`src/actr_pkg.sv`:
```
// Function
// Slope code top bits at 0x50 bits 3:2
// Slope code low bits at 0x59 bits 7:5
// Slope code fixed, never changes in operation
// Host derives slope as 365 plus code uV
// Zero code read back as two's-complement byte
// Host scales zero code at 1 mV/count
// Host back-calculates protection thresholds from trims
// Writes to trim registers are ignored
package actr_pkg;

  // Register pointers on the serial port
  localparam logic [7:0] ADDR_SLOPE_HI = 8'h50;
  localparam logic [7:0] ADDR_ZERO = 8'h51;
  localparam logic [7:0] ADDR_SLOPE_LO = 8'h59;

  // Field positions
  localparam int SLOPE_HI_LSB = 2;
  localparam int SLOPE_LO_LSB = 5;
  localparam int SLOPE_W = 5;
  localparam int SLOPE_LO_W = 3;

  // Reset values and byte length of the port logic
  localparam logic [7:0] PTR_RST = 8'h00;
  localparam logic [3:0] BIT_CNT_RST = 4'h0;
  localparam logic [3:0] BITS_PER_BYTE = 4'h8;

  // Serial port states
  typedef enum logic [3:0] {
    ST_IDLE, ST_ADDR, ST_AACK, ST_PTR, ST_PACK,
    ST_WDAT, ST_WACK, ST_RDAT, ST_MACK
  } actr_state_e;

endpackage : actr_pkg

```
`src/actr_trim_regs.sv`:
```
`timescale 1ns/1ps
module actr_trim_regs
  import actr_pkg::*;
#(
  parameter logic [6:0] DEV_ADDR = 7'h08, // Arbitrary bus address
  parameter logic [4:0] SLOPE_TRIM = 5'h00, // Production trim
  parameter logic [7:0] ZERO_TRIM = 8'h00 // Production trim
) (
  // Clock and reset
  input wire logic clk,
  input wire logic sys_rst,
  // Serial clock from the host
  input wire logic scl_in,
  // Open-drain data line
  input wire logic sda_in,
  output logic sda_out,
  output logic sda_oe
);

  logic [1:0] scl_sync_q;
  logic [1:0] sda_sync_q;
  logic scl_prev_q;
  logic sda_prev_q;
  logic scl_rise;
  logic scl_fall;
  logic start_cond;
  logic stop_cond;
  actr_state_e state_q, state_d;
  logic [3:0] cnt_q, cnt_d;
  logic [7:0] shreg_q, shreg_d;
  logic [7:0] ptr_q, ptr_d;
  logic rd_q, rd_d;
  logic nack_q, nack_d;
  logic oe_q, oe_d;
  logic [4:0] slope_q;
  logic [7:0] zero_q;
  logic [7:0] rd_word;

  // Map a pointer to the byte the host sees; unmapped bytes read zero
  function automatic logic [7:0] reg_read(input logic [7:0] ptr,
                                          input logic [4:0] slope,
                                          input logic [7:0] zero);
    logic [7:0] v;
    v = 8'h00;
    case (ptr)
      // upper slope bits
      ADDR_SLOPE_HI: v[SLOPE_HI_LSB +: 2] = slope[SLOPE_W-1 -: 2];
      // zero code passed as raw signed byte
      ADDR_ZERO: v = zero;
      // lower slope bits
      ADDR_SLOPE_LO: v[SLOPE_LO_LSB +: SLOPE_LO_W] = slope[SLOPE_LO_W-1:0];
      default: v = 8'h00;
    endcase
    return v;
  endfunction : reg_read

  // trims load constants and never take a new value
  always_ff @(posedge clk or posedge sys_rst) begin
    if (sys_rst) begin
      slope_q <= SLOPE_TRIM;
      zero_q <= ZERO_TRIM;
    end else begin
      slope_q <= slope_q;
      zero_q <= zero_q;
    end
  end

  // Pins cross in through two flops; edges judged on the second only
  always_ff @(posedge clk or posedge sys_rst) begin
    if (sys_rst) begin
      scl_sync_q <= 2'b11;
      sda_sync_q <= 2'b11;
      scl_prev_q <= 1'b1;
      sda_prev_q <= 1'b1;
    end else begin
      scl_sync_q <= {scl_sync_q[0], scl_in};
      sda_sync_q <= {sda_sync_q[0], sda_in};
      scl_prev_q <= scl_sync_q[1];
      sda_prev_q <= sda_sync_q[1];
    end
  end

  // Bus events
  assign scl_rise = scl_sync_q[1] & ~scl_prev_q;
  assign scl_fall = ~scl_sync_q[1] & scl_prev_q;
  assign start_cond = scl_sync_q[1] & scl_prev_q & sda_prev_q & ~sda_sync_q[1];
  assign stop_cond = scl_sync_q[1] & scl_prev_q & ~sda_prev_q & sda_sync_q[1];
  assign rd_word = reg_read(ptr_q, slope_q, zero_q);

  // Line only ever pulled low; release is the enable dropping
  assign sda_out = 1'b0;
  assign sda_oe = oe_q;

  // Serial port sequencing; SDA changes only after SCL falls
  always_comb begin
    state_d = state_q;
    cnt_d = cnt_q;
    shreg_d = shreg_q;
    ptr_d = ptr_q;
    rd_d = rd_q;
    nack_d = nack_q;
    oe_d = oe_q;
    if (start_cond) begin
      state_d = ST_ADDR;
      cnt_d = BIT_CNT_RST;
      oe_d = 1'b0;
    end else if (stop_cond) begin
      state_d = ST_IDLE;
      oe_d = 1'b0;
    end else if (scl_rise) begin
      case (state_q)
        ST_ADDR, ST_PTR, ST_WDAT: begin
          shreg_d = {shreg_q[6:0], sda_sync_q[1]};
          cnt_d = cnt_q + 4'h1;
        end
        ST_RDAT: cnt_d = cnt_q + 4'h1;
        ST_MACK: nack_d = sda_sync_q[1];
        default: cnt_d = cnt_q;
      endcase
    end else if (scl_fall) begin
      case (state_q)
        ST_ADDR: begin
          if (cnt_q == BITS_PER_BYTE) begin
            // Foreign addresses are left alone until the next start
            if (shreg_q[7:1] == DEV_ADDR) begin
              state_d = ST_AACK;
              rd_d = shreg_q[0];
              oe_d = 1'b1;
            end else begin
              state_d = ST_IDLE;
            end
          end
        end
        ST_AACK: begin
          cnt_d = BIT_CNT_RST;
          if (rd_q) begin
            state_d = ST_RDAT;
            shreg_d = rd_word;
            oe_d = ~rd_word[7];
          end else begin
            state_d = ST_PTR;
            oe_d = 1'b0;
          end
        end
        ST_PTR: begin
          if (cnt_q == BITS_PER_BYTE) begin
            ptr_d = shreg_q;
            state_d = ST_PACK;
            oe_d = 1'b1;
          end
        end
        ST_WDAT: begin
          // data byte acknowledged but dropped
          if (cnt_q == BITS_PER_BYTE) begin
            state_d = ST_WACK;
            oe_d = 1'b1;
          end
        end
        ST_PACK, ST_WACK: begin
          state_d = ST_WDAT;
          cnt_d = BIT_CNT_RST;
          oe_d = 1'b0;
        end
        ST_RDAT: begin
          if (cnt_q == BITS_PER_BYTE) begin
            state_d = ST_MACK;
            ptr_d = ptr_q + 8'h01; // Auto-increment for burst reads
            oe_d = 1'b0;
          end else begin
            shreg_d = {shreg_q[6:0], 1'b0};
            oe_d = ~shreg_q[6];
          end
        end
        ST_MACK: begin
          if (!nack_q) begin
            state_d = ST_RDAT;
            cnt_d = BIT_CNT_RST;
            shreg_d = rd_word;
            oe_d = ~rd_word[7];
          end else begin
            state_d = ST_IDLE;
          end
        end
        default: state_d = ST_IDLE;
      endcase
    end
  end

  // Port state registers
  always_ff @(posedge clk or posedge sys_rst) begin
    if (sys_rst) begin
      state_q <= ST_IDLE;
      cnt_q <= BIT_CNT_RST;
      shreg_q <= 8'h00;
      ptr_q <= PTR_RST;
      rd_q <= 1'b0;
      nack_q <= 1'b1;
      oe_q <= 1'b0;
    end else begin
      state_q <= state_d;
      cnt_q <= cnt_d;
      shreg_q <= shreg_d;
      ptr_q <= ptr_d;
      rd_q <= rd_d;
      nack_q <= nack_d;
      oe_q <= oe_d;
    end
  end

  // Checks on what the host will be shown
  property p_slope_hi;
    @(posedge clk) disable iff (sys_rst)
      (state_q == ST_AACK && rd_q && scl_fall && ptr_q == ADDR_SLOPE_HI)
      |=> (shreg_q[3:2] == slope_q[4:3] && shreg_q[7:4] == 4'h0
           && shreg_q[1:0] == 2'b00);
  endproperty
  a_slope_hi: assert property (p_slope_hi)
    else $error("upper slope bits misplaced");

  property p_slope_lo;
    @(posedge clk) disable iff (sys_rst)
      (state_q == ST_AACK && rd_q && scl_fall && ptr_q == ADDR_SLOPE_LO)
      |=> (shreg_q[7:5] == slope_q[2:0] && shreg_q[4:0] == 5'h00
           && sda_oe == ~slope_q[2]);
  endproperty
  a_slope_lo: assert property (p_slope_lo)
    else $error("lower slope bits misplaced");

  property p_slope_fixed;
    @(posedge clk) disable iff (sys_rst)
      $stable(slope_q) && slope_q == SLOPE_TRIM;
  endproperty
  a_slope_fixed: assert property (p_slope_fixed)
    else $error("slope trim changed");

  property p_zero_raw;
    @(posedge clk) disable iff (sys_rst)
      (state_q == ST_AACK && rd_q && scl_fall && ptr_q == ADDR_ZERO)
      |=> (shreg_q == zero_q && sda_oe == ~zero_q[7]);
  endproperty
  a_zero_raw: assert property (p_zero_raw)
    else $error("zero code not returned as raw byte");

  property p_write_ignored;
    @(posedge clk) disable iff (sys_rst)
      (state_q == ST_WDAT && state_d == ST_WACK)
      |=> (slope_q == SLOPE_TRIM && zero_q == ZERO_TRIM
           && $stable(ptr_q) && oe_q);
  endproperty
  a_write_ignored: assert property (p_write_ignored)
    else $error("write disturbed trim contents");

endmodule : actr_trim_regs

```
`config.mk`:
```
export PLATFORM = sky130hd
export DESIGN_NAME = actr_trim_regs
export DESIGN_NICKNAME = d
export VERILOG_FILES = /design/src/actr_pkg.sv /design/src/actr_trim_regs.sv
export SDC_FILE = /design/constraint.sdc
export NUM_CORES = 1
export LEC_CHECK = 0
export BUFFER_PORTS_ARGS = -buffer_cell sky130_fd_sc_hd__buf_2
export CAP_MARGIN = 20
export CORE_MARGIN = 5
export CORE_UTILIZATION = 60
export DETAILED_ROUTE_END_ITERATION = 8
export GPL_TIMING_DRIVEN = 0
export PLACE_DENSITY = 0.89
export SLEW_MARGIN = 25
export SYNTH_ARGS = -nofsm -noshare
export SYNTH_HDL_FRONTEND = slang
export SYNTH_SLANG_ARGS = --single-unit
export TNS_END_PERCENT = 20
```
`constraint.sdc`:
```
create_clock -name clk -period 3.5 [get_ports clk]
set_input_delay 0 -clock clk [delete_from_list [all_inputs] [get_ports clk]]
set_output_delay 0 -clock clk [all_outputs]
set_load 0.01 [all_outputs]
```
==> results by group <==
Routing
  – Iteration-0 DRC Markers: 48
  – Via-to-Cell Ratio: 6.42
  – Routed length per placed instance: 16.1 um
  – Via count: 1245
  – Total wire length: 3.13 mm
  – Pre-Repair DR Iteration Count: 4
  – DRC Markers: 0
  – Post-route ant nets: 0

Timing
  – Slew @ Worst Pin: 863 ps
  – Layout Skew: 3.20 ps
  – TNS Setup: 0 ps
  – Fin. Hold Viols: 0
  – RSZ-0062 raised after global routing: false
  – WHS: 284 ps
  – Pins over their slew limit: 0
  – Final Cycle Share: 68.4%
  – Worst setup margin: 1110 ps
  – Final setup fails: 0
  – Rel. slew slack: 42.1%
  – Min cycle time layout: 2390 ps
  – Maximum clock rate: 0.418 GHz

Synth
  – Flops & latches, synth: 25
  – Cell count after synthesis: 155
  – Number of distinct library cells after synthesis: 40
  – Synth Net Count: 164
  – Number of synthesized flops with an enable pin: 0
  – Asr flop ratio synth: 100%
  – Average size of a mapped cell: 9.31 um2
  – Mapped Area: 1440 um2
  – Yosys warning total: 0
  – Register area share after synthesis: 44.0%
  – Main synth FF type: dfrtp_1

Layout
  – Final Cell Area: 1550 um2
  – Final #Nets: 176
  – Area Overhead vs Synth: 7.72%
  – Final Util: 68.9%
  – Fill cell count: 191
  – ANT cells: 0
  – Layout cells sized above 1: 15.1%
  – Non-Filler Instances: 194

Worst setup path
  – CP Launch Type: flop
  – R2R cell count: 7
  – Crit Path Class: reg -> reg
  – Worst r2r src: scl_prev_q
  – Max Fanout on Critical Path: 7
  – R2r setup slk: 1110 ps
  – Arr. time, crit path: 2620 ps
  – Worst EP required: 3730 ps
  – RR Endpoint: cnt_q[3]
  – Nature of the critical path endpoint: flop

GRT
  – Total GRT Usage: 20.7%
  – First-pass GRT wire length: 5.55 mm
  – Initial antenna violation count: 0
  – Largest net degree at the start of global routing: 26
  – Vias in the first global route: 1265
  – Total gr overflow: 0

Die
  – I/O pin cnt: 6
  – Starting Density: 64.0%
  – Die height: 59.0 um
  – Core Region: 2250 um2
  – Die outline width: 59.0 um
  – Cell Rows: 17
  – Die Area: 3490 um2

Placed design
  – Detailed Place HPWL: 2.30 mm
  – Placed cell area: 1500 um2
  – IO Port Bufs: 4
  – Dpl cells: 187
  – Pre-CTS setup slack: 1140 ps
  – Placer Congestion: 0.906

Power
  – Total internal power: 484 uW
  – Power Total: 747 uW
  – Peak VDD IR: 384 uV
  – Switching power: 262 uW
  – Clock power share: 16.8%
  – Pleak: 0.678 nW
  – Sw Share: 35.1%
  – Share of power burned in registers: 49.4%
  – P per Cell Area: 480 nW/um2
  – Power share of the combinational group: 33.8%

Clock network
  – H-tree depth: 1
  – Clk slew on worst S/H paths: 130 ps
  – CTS tree: yes
  – Clock Path Buffers: 2
  – Clk Latency, worst-skew pair: 310 ps
  – # resized after CTS: 0
  – Number of buffers created by CTS: 3
  – Root buffer cell: clkbuf_4
  – CTS sink cnt: 25

Worst hold path
  – Hold Crit Class: in -> async

Outcome
  – Status: completed

Run
  – Maximum capacitance violations: 0
==> registers in the layout, indices dropped and copies added, names as in the netlist, 2 cells and up <==
signal and count:
cnt_q 4, scl_sync_q 2, sda_sync_q 2, shreg_q 8
state_q 4
==> worst max path at each step <==
stage / start / end / slack (ps)
3_3_place_gp: scl_prev_q / cnt_q[3] / 1250
4_1_cts: scl_prev_q / cnt_q[3] / 1110
2_1_floorplan: scl_prev_q / cnt_q[3] / 1360
5_1_grt: scl_prev_q / cnt_q[3] / 1050
3_5_place_dp: scl_prev_q / cnt_q[3] / 1140
6_report: scl_prev_q / cnt_q[3] / 1110
==> layout by cell type (no fill, tap or decap), types with 3 or more instances in the layout <==
cell type	count
clkbuf_1	3
dlygate4sd3_1	3
buf_2	7
nand3_1	5
nand2_1	15
nor3_1	9
dfrtp_1	18
nor2b_1	3
dfstp_2	7
ha_1	5
or2_2	3
clkbuf_4	3
a22o_1	9
a21o_1	5
nor2_1	18
inv_1	7
nor4b_1	3
a21oi_1	8
a211oi_1	3
nand3b_1	5
==> per-layer routing <==
metal / global-route usage [%] / part of all wire (%) / up-vias
li1: - / - / 580
met1: 27.5 / 43 / 601
met2: 33.8 / 48 / 51
met3: 2.40 / 6.3 / 13
met4: 9.39 / 2.7 / 0
met5: 0 / 0 / -
==> synthesized netlist by cell type, types with 3 or more instances <==
master | count | area (um2)
nor2b_1 | 3 | 18.8
nand2_1 | 15 | 56.3
nor2_1 | 18 | 67.6
a211oi_1 | 3 | 22.5
a21oi_1 | 8 | 40.0
nand3_1 | 5 | 25.0
a21o_1 | 5 | 37.5
ha_1 | 5 | 62.6
dfrtp_1 | 18 | 450
buf_2 | 3 | 15.0
nor3_1 | 9 | 45.0
a22o_1 | 9 | 78.8
nand3b_1 | 5 | 37.5
nor4b_1 | 3 | 26.3
inv_1 | 8 | 30.0
dfstp_2 | 7 | 184
or2_2 | 3 | 18.8
==> timing repair <==
action / in CTS / in global routing
hold buffers: 3 / 0
endpoints found under the hold margin: 20 / 0
setup buffers: 0 / 0
==> power by group through the flow <==
stage               Combinational (mW)  Clock (mW)  Sequential, mW
CTS                              0.250       0.129           0.368
detailed placement               0.246           0           0.373
floorplan                        0.194           0           0.367
global placement                 0.237           0           0.370
global route                     0.280       0.147           0.377
finish                           0.253       0.125           0.368
==> cell type report <==
class | instances | area, um2 | area share (%)
Clock buffer | 4 | 26.3 | 1.69
Multi-Input combinational cell | 116 | 748 | 48.1
Timing Repair Buffer | 7 | 50.0 | 3.22
Sequential cell | 25 | 634 | 40.8
Buffer | 6 | 30.0 | 1.93
Tap cell | 28 | 35.0 | 2.25
Inverter | 8 | 30.0 | 1.93
==> logic make-up (layout without fill, tap and decap cells) <==
kind of cell	after synthesis	after routing	synth area share (%)
xor gates and xnor gates	2	2	1.21
and+or+nand+nor	69	69	25.2
adders and majority gates	5	5	4.34
AOI/OAI and AO/OA	36	36	18.6
other	1	1	0.260
muxes	3	3	2.25
buffers and inverters	14	25	4.16
DFF	25	25	44.0
==> worst max-delay path, stage by stage (launching register included) <==
cell and delay, ps:
dfstp_2 570, inv_1 50, ha_1 270, or3_1 390, a21o_1 170, a21o_1 210, or4_1 520, o211ai_1 130
No activity file was read; power rests on OpenSTA's default activity.
